$ cat src/fraops_defines.svh
// Opcode fields, flag positions and reset values for the file-register ALU slice
`ifndef FRAOPS_DEFINES_SVH
`define FRAOPS_DEFINES_SVH
`define FRAOPS_OP_ADD      4'h7
`define FRAOPS_OP_AND      4'h5
`define FRAOPS_CLS_BYTE    2'h0
`define FRAOPS_CLS_BIT     2'h1
`define FRAOPS_BOP_CLR     2'h0
`define FRAOPS_FLAG_C      0
`define FRAOPS_FLAG_DC     1
`define FRAOPS_FLAG_Z      2
`define FRAOPS_ACC_RST     8'h00
`define FRAOPS_FLAGS_RST   3'h0
`define FRAOPS_ADDR_RST    7'h00
`endif

$ cat src/fraops_pkg.sv
// Types shared by the file-register ALU slice
package fraops_pkg;
  typedef struct packed {
    logic        valid;
    logic [13:0] word;
  } fraops_instr_t;

  typedef struct packed {
    logic       we;
    logic [6:0] addr;
    logic [7:0] data;
  } fraops_fwr_t;

  typedef struct packed {
    logic c;
    logic dc;
    logic z;
  } fraops_flags_t;
endpackage : fraops_pkg

$ cat src/fraops_adder.sv
// Eight-bit adder giving sum, carry out and nibble carry
module fraops_adder (
  input  wire logic [7:0] a,
  input  wire logic [7:0] b,
  output logic      [7:0] sum,
  output logic            carry,
  output logic            half_carry
);
  logic [4:0] low;
  logic [8:0] full;

  always_comb begin
    low        = {1'h0, a[3:0]} + {1'h0, b[3:0]};
    full       = {1'h0, a} + {1'h0, b};
    sum        = full[7:0];
    carry      = full[8];
    half_carry = low[4];
  end
endmodule : fraops_adder

$ cat src/fraops_core.sv
// Execute stage for add, AND and bit-clear on the file registers
`include "fraops_defines.svh"

// Contract
// - Add accumulator and file in one cycle; update carry, half-carry, zero.
// - Destination bit 0: result goes to accumulator, file untouched.
// - Destination bit 1: result goes back to file, accumulator untouched.
// - AND accumulator with file; update only zero flag.
// - Port register operands use pin levels, not output latches.
// - Writing timer count register also clears prescaler when assigned.
module fraops_core (
  input  wire logic                  mclk,
  input  wire logic                  rst,
  input  wire fraops_pkg::fraops_instr_t instr,
  input  wire logic [7:0]            file_rd_data,
  input  wire logic                  file_is_port,
  input  wire logic [7:0]            port_pins,
  input  wire logic                  file_is_timer,
  input  wire logic                  prescaler_on_timer,
  output logic [6:0]                 file_rd_addr,
  output fraops_pkg::fraops_fwr_t    file_wr,
  output logic [7:0]                 acc,
  output fraops_pkg::fraops_flags_t  flags,
  output logic                       prescaler_clr
);
  import fraops_pkg::*;

  // ---------------------------------------------------------------
  // State
  // ---------------------------------------------------------------
  // Everything the slice remembers sits in one record, registered in one place
  typedef struct packed {
    logic [7:0]    acc;
    fraops_flags_t flags;
    fraops_fwr_t   fwr;
    logic          pclr;
  } fraops_state_t;

  fraops_state_t st;
  fraops_state_t next_st;

  // ---------------------------------------------------------------
  // Decoded fields
  // ---------------------------------------------------------------
  logic [1:0] cls;
  logic [3:0] op;
  logic [1:0] bop;
  logic       dest;
  logic [2:0] bit_idx;
  logic [6:0] faddr;
  logic       is_add;
  logic       is_and;
  logic       is_bclr;
  logic       is_byte;

  // ---------------------------------------------------------------
  // Datapath nets
  // ---------------------------------------------------------------
  logic [7:0]    operand;
  logic [7:0]    sum;
  logic          sum_c;
  logic          sum_dc;
  logic [7:0]    and_val;
  logic [7:0]    bit_mask;
  logic [7:0]    clr_val;
  logic [7:0]    result;
  logic          result_zero;
  fraops_flags_t new_flags;
  logic          to_acc;
  logic          to_file;
  logic          hits_timer;

  // ---------------------------------------------------------------
  // Decode
  // ---------------------------------------------------------------
  // Unknown opcodes and idle cycles decode to nothing and change no state
  always_comb begin
    cls     = instr.word[13:12];
    op      = instr.word[11:8];
    bop     = instr.word[11:10];
    dest    = instr.word[7];
    bit_idx = instr.word[9:7];
    faddr   = instr.word[6:0];
    is_add  = 1'h0;
    is_and  = 1'h0;
    is_bclr = 1'h0;
    case (cls)
      `FRAOPS_CLS_BYTE: begin
        is_add = instr.valid && op == `FRAOPS_OP_ADD;
        is_and = instr.valid && op == `FRAOPS_OP_AND;
      end
      `FRAOPS_CLS_BIT: begin
        is_bclr = instr.valid && bop == `FRAOPS_BOP_CLR;
      end
      default: begin
        is_add  = 1'h0;
        is_and  = 1'h0;
        is_bclr = 1'h0;
      end
    endcase
    is_byte = is_add || is_and;
  end

  // The file read is combinational, so the addressed operand is ready this cycle
  assign file_rd_addr = faddr;

  // ---------------------------------------------------------------
  // Operand select
  // ---------------------------------------------------------------
  // Port reads sample the pins so a driven-low input is written back low
  assign operand = file_is_port ? port_pins : file_rd_data;

  // ---------------------------------------------------------------
  // Arithmetic and logic
  // ---------------------------------------------------------------
  fraops_adder u_adder (
    .a          (st.acc),
    .b          (operand),
    .sum        (sum),
    .carry      (sum_c),
    .half_carry (sum_dc)
  );

  assign and_val = st.acc & operand;

  // A decoded mask rather than a shift keeps the clear to exactly one bit
  always_comb begin
    case (bit_idx)
      3'h0:    bit_mask = 8'hFE;
      3'h1:    bit_mask = 8'hFD;
      3'h2:    bit_mask = 8'hFB;
      3'h3:    bit_mask = 8'hF7;
      3'h4:    bit_mask = 8'hEF;
      3'h5:    bit_mask = 8'hDF;
      3'h6:    bit_mask = 8'hBF;
      3'h7:    bit_mask = 8'h7F;
      default: bit_mask = 8'hFF;
    endcase
  end

  assign clr_val = operand & bit_mask;

  // ---------------------------------------------------------------
  // Result and zero detect
  // ---------------------------------------------------------------
  always_comb begin
    if (is_add) begin
      result = sum;
    end else begin
      result = and_val;
    end
    result_zero = (result == 8'h00);
  end

  // ---------------------------------------------------------------
  // Status flags
  // ---------------------------------------------------------------
  // Only the add touches carry and half-carry; a bit clear touches no flag
  always_comb begin
    new_flags = st.flags;
    if (is_add) begin
      new_flags.c  = sum_c;
      new_flags.dc = sum_dc;
      new_flags.z  = result_zero;
    end else if (is_and) begin
      new_flags.z = result_zero;
    end
  end

  // ---------------------------------------------------------------
  // Destination and side effects
  // ---------------------------------------------------------------
  // Byte ops steer by the destination bit; a bit clear always writes back
  assign to_acc  = is_byte && !dest;
  assign to_file = (is_byte && dest) || is_bclr;

  // Every write-back to the timer count register restarts an assigned prescaler
  assign hits_timer = to_file && file_is_timer && prescaler_on_timer;

  // ---------------------------------------------------------------
  // Next state
  // ---------------------------------------------------------------
  always_comb begin
    next_st        = st;
    next_st.flags  = new_flags;
    next_st.fwr.we = 1'h0;
    next_st.pclr   = hits_timer;
    if (to_acc) begin
      next_st.acc = result;
    end
    if (to_file) begin
      next_st.fwr.we   = 1'h1;
      next_st.fwr.addr = faddr;
      next_st.fwr.data = is_bclr ? clr_val : result;
    end
  end

  // ---------------------------------------------------------------
  // Registers
  // ---------------------------------------------------------------
  // Address and data of the write port hold between pulses; only the strobe drops
  always_ff @(posedge mclk) begin
    if (rst) begin
      st.acc      <= `FRAOPS_ACC_RST;
      st.flags    <= `FRAOPS_FLAGS_RST;
      st.fwr.we   <= 1'h0;
      st.fwr.addr <= `FRAOPS_ADDR_RST;
      st.fwr.data <= 8'h00;
      st.pclr     <= 1'h0;
    end else begin
      st <= next_st;
    end
  end

  // ---------------------------------------------------------------
  // Outputs
  // ---------------------------------------------------------------
  // A write-back lands one cycle after the instruction; the core does not forward,
  // so the next instruction must not read the same file register
  assign file_wr       = st.fwr;
  assign acc           = st.acc;
  assign flags         = st.flags;
  assign prescaler_clr = st.pclr;
endmodule : fraops_core

$ cat config.mk
export PLATFORM = sky130hd
export DESIGN_NAME = fraops_core
export DESIGN_NICKNAME = d
export VERILOG_FILES = /design/src/fraops_pkg.sv /design/src/fraops_adder.sv /design/src/fraops_core.sv
export VERILOG_INCLUDE_DIRS = /design/src
export SDC_FILE = /design/constraint.sdc
export NUM_CORES = 1
export LEC_CHECK = 0
export BUFFER_PORTS_ARGS = -buffer_cell sky130_fd_sc_hd__buf_2
export CAP_MARGIN = 5
export CORE_AREA = 2 2 64 66
export CTS_BUF_LIST = sky130_fd_sc_hd__clkbuf_16
export DETAILED_ROUTE_END_ITERATION = 10
export DIE_AREA = 0 0 66 68
export PLACE_DENSITY_LB_ADDON = 0.1
export SLEW_MARGIN = 20
export SYNTH_ARGS = -nofsm -noshare
export SYNTH_HDL_FRONTEND = slang
export SYNTH_SLANG_ARGS = --single-unit
export TNS_END_PERCENT = 20
$ cat constraint.sdc
create_clock -name mclk -period 3 [get_ports mclk]
set_input_delay 0.15 -clock mclk [delete_from_list [all_inputs] [get_ports mclk]]
set_output_delay 0.15 -clock mclk [all_outputs]
set_load 0.01 [all_outputs]
==> results of run 1 <==
-- registers in the layout (all words and copies together) (netlist names) --
register,flops
file_wr,16
acc,8
flags,3
prescaler_clr,1
-- power by group through the flow --
stage | Combinational, mW | Sequential [mW] | Clock [mW]
finish | 0.118 | 0.379 | 0.401
global route | 0.130 | 0.379 | 0.421
CTS | 0.117 | 0.379 | 0.411
detailed placement | 0.116 | 0.387 | 0
global placement | 0.116 | 0.387 | 0
floorplan | 0.0735 | 0.390 | 0
-- area by class of cell --
type                       instances  share of cell area (%)
sequential                        28                    25.2
tap                               50                    2.81
multi-input combinational        172                    50.6
timing repair buffer              71                    16.1
clock inverter                     1                    1.35
clock buffer                       3                    3.37
inverter                           4                   0.674
-- layout by cell type, fill, tap and decap left out, types with 3 or more instances in the layout --
cell type and instances:
ha_1 9, mux2_2 8, dfxtp_1 28, nor2_1 27
or3_1 4, clkbuf_16 3, a211oi_1 6, nor3_1 5
nand3_1 6, nand2_1 27, a21oi_1 19, inv_1 4
o21ai_0 9, buf_2 70, mux2i_1 5
-- path summary, 6_finish.rpt --
| path | endpoint | from | slack, ns | depth (start not counted) |
|---|---|---|---|---|
| worst max-delay path | flags[0] | file_is_port | 0.54 | 10 |
| worst min-delay path | prescaler_clr | file_is_timer | 0.12 | 2 |
| worst max register to register | flags[0] | acc[0] | 0.65 | 8 |
| worst min register to register | file_wr[12] | file_wr[12] | 0.45 | 2 |
-- critical path: cells and delay by family --
| kind | cells | cell delay [ns] |
|---|---|---|
| buf+inv | 1 | 0.20 |
| mux | 1 | 0.37 |
| compound gates | 3 | 0.76 |
| xor+xnor | 1 | 0.22 |
| fa+ha+maj | 2 | 0.64 |
| simple gates | 2 | 0.32 |
-- per-layer routing --
metal	track usage (%)	vias to the layer above	wire length, microns	part of all wire (%)
li1	-	921	-	-
met1	30.4	797	2270	48
met2	33.0	69	2120	44
met3	2.96	4	342	7.2
met4	6.89	0	38	0.80
met5	0	-	0	0
-- cells by family (layout without fill, tap and decap cells) --
logic type,after synthesis,in the layout,share of synthesized area [%]
buffers and inverters,21,79,6.52
DFF,28,28,31.1
AOI/OAI and AO/OA,56,56,20.4
xor gates and xnor gates,3,3,1.46
muxes,13,13,7.77
adders and majority gates,10,10,7.35
and+or+nand+nor,90,90,25.5
==> metrics.txt, run 1 <==
vias in the first global route=1,506; Synthesis Warnings=0; Initial Utilization=46.8%; Post-Syn Area=0.00180 sq mm; Peak VDD IR=0.279 mV; unrepaired setup endpoints after global routing=false; register area=561 sq um; WL/cell=14.5 microns; First-pass DRT Iterations=4; CP Launch Type=input port; Primary FF master, synth=dfxtp_1; CTS tree=done; fillers=395; Iteration-0 DRC Markers=71; Post-Syn Instances=221; largest net degree at the start of global routing=29; setup tns final=0 ns; Sw Ratio=22.7%; overall power=0.898 mW; cell mode on critical path=a211o_1; layout cell share with drive strength beyond 1=33.0%; Layout area overhead=23.4%; Crit Path Max Fanout=8; sinks on the clock net=28; PortBufs=70; Post-DRT Antenna Nets=0; CTS H-tree depth=1; Lkg Pwr=0.999 nW; antenna violations before repair=0; PwrDens=403 mW/mm^2; fin crit period=2.46 ns; sequential share of the synthesized area=31.1%; status=completed; clock power share=44.6%; Fin. Hold Viols=0; Hold Path Class=in2reg; Die H=68 microns; Die Footprint=0.00449 sq mm; Commonest cells post-synth=dfxtp_1, nand2_1, nor2_1; Rel. slew slack=60.3%; Clock Skew=0.00930 ns; final setup margin=0.544 ns; grt total ovfl=0; Final Util=57.8%; Place WS=0.305 ns; top cells by area, synth=dfxtp_1, ha_1, nand2_1, nor2_1, a21oi_1; HPWL Detailed=3.62 mm; setup bufs post-CTS=0; WP data required=3.20 ns; post-DR vias/cell=5.44; Max Clk Rate=0.407 GHz; cell area after layout=0.00223 sq mm; WP data arrival=2.66 ns; total track usage=21.2%; Vias=1,791; Post-Syn Nets=267; fin nets=326; area of the core region=0.00386 sq mm; Comb pwr share=13.2%; Post-Place Cells=325; max-cap viol count=0; Crit-path slowest cell=fa_1; Root Buffer=clkbuf_16; # DRC=0; multi-input logic area=0.00113 sq mm; first-pass GRT wire length=7.31 mm; Hold Buf Count CTS=0; Max Root-Sink Buffers=2; Synth Register Bits=28; most frequent cell after synthesis=dfxtp_1; GP Congestion=0.957; Mean Syn Cell Area=8.16 sq um; Pins Over Slew Limit=0; Reg clk slew, reported paths=0.07 ns; period utilisation layout=81.9%; Num CTS Buffers=3; Worst-Skew Late Latency=0.27 ns; Crit. End Element=flop; # setup viols final=0; Die Width=66 microns; Reg power frac=42.2%; Resize count post-CTS=0; area leader, netlist=dfxtp_1; worst path cell trace=buf_2, mux2_2, ha_1, fa_1, xnor2_1, nor2_1, a211o_1, a211o_1, nor4_1, a31o_2; internal cell power=0.694 mW; P_sw=0.204 mW; Area after DPL=0.00212 sq mm; WS Path Type=in2reg; post-synthesis cell type count=51; diodes inserted=0; Post-Layout Cell Count=329; Routed WL=4.77 mm; hold slack=0.120 ns; Slew @ Worst Pin=0.594 ns; ys async rst share=0%; num ports=71; EDFF count, synth=0; FP Rows=23; Max stage delay on crit path=0.41 ns; Synth top area share=31.1%
Power figures use the tool's default switching activity.
==> run 2: changes to the inputs <==
--- a/config.mk
+++ b/config.mk
@@ -6,12 +6,13 @@
 export SDC_FILE = /design/constraint.sdc
 export NUM_CORES = 1
 export LEC_CHECK = 0
+export ABC_AREA = 1
 export BUFFER_PORTS_ARGS = -buffer_cell sky130_fd_sc_hd__buf_2
 export CAP_MARGIN = 5
-export CORE_AREA = 2 2 64 66
+export CORE_AREA = 2 2 65 67
 export CTS_BUF_LIST = sky130_fd_sc_hd__clkbuf_16
 export DETAILED_ROUTE_END_ITERATION = 10
-export DIE_AREA = 0 0 66 68
+export DIE_AREA = 0 0 67 69
 export PLACE_DENSITY_LB_ADDON = 0.1
 export SLEW_MARGIN = 20
 export SYNTH_ARGS = -nofsm -noshare
==> constraint.sdc (replaced) <==
create_clock -name mclk -period 2.4 [get_ports mclk]
set_input_delay 0.12 -clock mclk [delete_from_list [all_inputs] [get_ports mclk]]
set_output_delay 0.12 -clock mclk [all_outputs]
set_load 0.01 [all_outputs]
==> run 2 against run 1 <==
Global-route usage decreased by 0.26 points. Cell area grew 2.6%. Non-clock buffer count unchanged. Power is 25% higher. Setup slack worse by 0.13 ns. First-iteration DRC count up 25%. Critical path depth grew 3. Largest power group unchanged.
==> metrics.txt, run 2 <==
multi-input logic area=0.00108 sq mm; internal cell power=0.866 mW; Synth Register Bits=28; total track usage=20.9%; Critical Path Start=file_is_port; Crit Path Max Fanout=8; Simple-Gate Fraction of Synth Area=29.9%; # DRC=0; final setup margin=0.409 ns; number of flip-flops in the largest register=16; Max stage delay on crit path=0.45 ns; CTS tree=done; cell mode on critical path=nor2_1; Post-Syn Area=0.00185 sq mm; setup tns final=0 ns; worst path cell trace=buf_2, mux2_2, ha_1, fa_1, nor2_1, nor2_1, nand3_1, nand2_2, nor2_2, nand2_1, nor2_1, nand3_1, a21oi_1; clock power share=44.3%; Iteration-0 DRC Markers=89; Die Footprint=0.00462 sq mm; Root Buffer=clkbuf_16; most frequent cell after synthesis=nand2_1; diodes inserted=0; WP buf/inv=1; First-pass DRT Iterations=4; Worst-Skew Late Latency=0.26 ns; Synthesis Warnings=0; WS Path Type=in2reg; Post-DRT Antenna Nets=0; Synth Area in Compound Gates=16.5%; GP Congestion=0.824; Synth Area in XOR/XNOR=0%; Place WS=0.159 ns; Max Clk Rate=0.502 GHz; r2r setup slk=0.51 ns; Fin. Hold Viols=0; post-synthesis cell type count=30; WP data required=2.60 ns; Routed WL=4.70 mm; fin nets=364; EDFF count, synth=0; WL/cell=12.8 microns; Max Root-Sink Buffers=2; reg2reg path depth=11; Hold Crit Start=instr[5]; Reg clk slew, reported paths=0.07 ns; Slew @ Worst Pin=0.588 ns; fin crit period=1.99 ns; CP Launch Type=input port; sequential share of the synthesized area=30.4%; worst r2r dst=flags[0]; Post-Syn Instances=254; period utilisation layout=83.0%; CP endpoint=flags[0]; P_sw=0.260 mW; Resize count post-CTS=0; Layout area overhead=23.9%; num ports=71; Rel. slew slack=60.8%; Comb pwr share=13.9%; layout cell share with drive strength beyond 1=33.1%; WP data arrival=2.19 ns; antenna violations before repair=0; # setup viols final=0; hold slack=0.0727 ns; Die Width=67 microns; Post-Layout Cell Count=367; adder-cell share of the synthesized area=7.19%; grt total ovfl=0; Commonest cells post-synth=nand2_1, dfxtp_1, inv_1; Hold Buf Count CTS=0; ys async rst share=0%; HPWL Detailed=3.79 mm; Lkg Pwr=1.26 nW; FP Rows=23; PwrDens=493 mW/mm^2; unrepaired setup endpoints after global routing=false; area leader, netlist=dfxtp_1; Top delay family on crit path=adder cells; register area=561 sq um; Post-Syn Nets=300; Crit-path slowest cell=fa_1; commonest non-fill, non-tap cell in the layout=buf_2; r2r startpoint=acc[0]; Hold Path Class=in2reg; sinks on the clock net=28; largest family of logic cells by synthesized area=simple AND/OR/NAND/NOR gates; fillers=389; largest net degree at the start of global routing=17; Synth top area share=30.4%; Peak VDD IR=0.364 mV; Primary FF master, synth=dfxtp_1; Crit. End Element=flop; Die H=69 microns; Pins Over Slew Limit=0; Initial Utilization=47.2%; area of the core region=0.00391 sq mm; post-DR vias/cell=5.23; Sw Ratio=23.1%; Reg power frac=41.9%; CTS H-tree depth=1; max-cap viol count=0; Vias=1,920; status=completed; first-pass GRT wire length=7.74 mm; Post-Place Cells=363; Crit path depth=13; setup bufs post-CTS=0; Num CTS Buffers=3; Clock Skew=0.00427 ns; vias in the first global route=1,714; Mean Syn Cell Area=7.27 sq um; PortBufs=70; most frequent cells in the layout=buf_2, nand2_1, inv_1, dfxtp_1, nand3_1; multiplexer share of the synthesized area=4.88%; top cells by area, synth=dfxtp_1, nand2_1, ha_1, inv_1, nand3_1
-- run 2: worst min path at each step --
| stage | end | slack (ns) | cells past startpoint |
|---|---|---|---|
| 2_1_floorplan | flags[0] | 0.19 | 1 |
| 5_1_grt | file_wr[13] | 0.08 | 2 |
| 4_1_cts | file_wr[14] | 0.08 | 2 |
| 6_report | file_wr[13] | 0.07 | 2 |
| 3_3_place_gp | file_wr[13] | 0.34 | 2 |
| 3_5_place_dp | file_wr[14] | 0.35 | 2 |
-- run 2: power by group through the flow --
stage	Combinational (mW)	Sequential (mW)	Clock, mW
2_1_floorplan	0.0982	0.485	0
3_3_place_gp	0.154	0.482	0
3_5_place_dp	0.155	0.482	0
4_1_cts	0.156	0.471	0.505
5_1_grt	0.174	0.472	0.524
6_report	0.156	0.471	0.499
-- run 2: worst reg2reg max path, stage by stage, from the launching register on --
cell and delay [ns]:
dfxtp_1 0.32, ha_1 0.27, fa_1 0.45, nor2_1 0.12, nor2_1 0.05, nand3_1 0.12, nand2_2 0.08, nor2_2 0.10
nand2_1 0.05, nor2_1 0.08, nand3_1 0.08, a21oi_1 0.11
-- run 2: final cells by class --
class                   count  share of cell area (%)
clock inverters             1                    1.31
repair buffers             71                    15.7
clock buffers               3                    3.28
flip-flops and latches     28                    24.5
multi-input cells         182                    47.2
well taps                  50                    2.74
inverters                  32                    5.25
-- run 2: cell families (layout without fill, tap and decap cells) --
kind of cell | Yosys count | after routing
muxes | 8 | 8
and+or+nand+nor | 116 | 116
AOI/OAI and AO/OA | 48 | 48
buffers and inverters | 44 | 107
DFF | 28 | 28
adders and majority gates | 10 | 10
-- run 2: stage by stage --
stage,power (mW),area [sq um],util (%)
2_1_floorplan,0.583,1850,-
3_3_place_gp,0.636,2180,55.7
3_5_place_dp,0.638,2180,55.7
4_1_cts,1.13,2290,58.4
5_1_grt,1.17,2290,58.4
6_report,1.13,2290,58.4
-- run 2: per-layer routing --
layer / track usage [%] / up-vias / wire, microns
li1: - / 967 / -
met1: 27.8 / 867 / 2030
met2: 35.2 / 77 / 2220
met3: 1.79 / 9 / 345
met4: 6.58 / 0 / 101
met5: 0 / - / 0
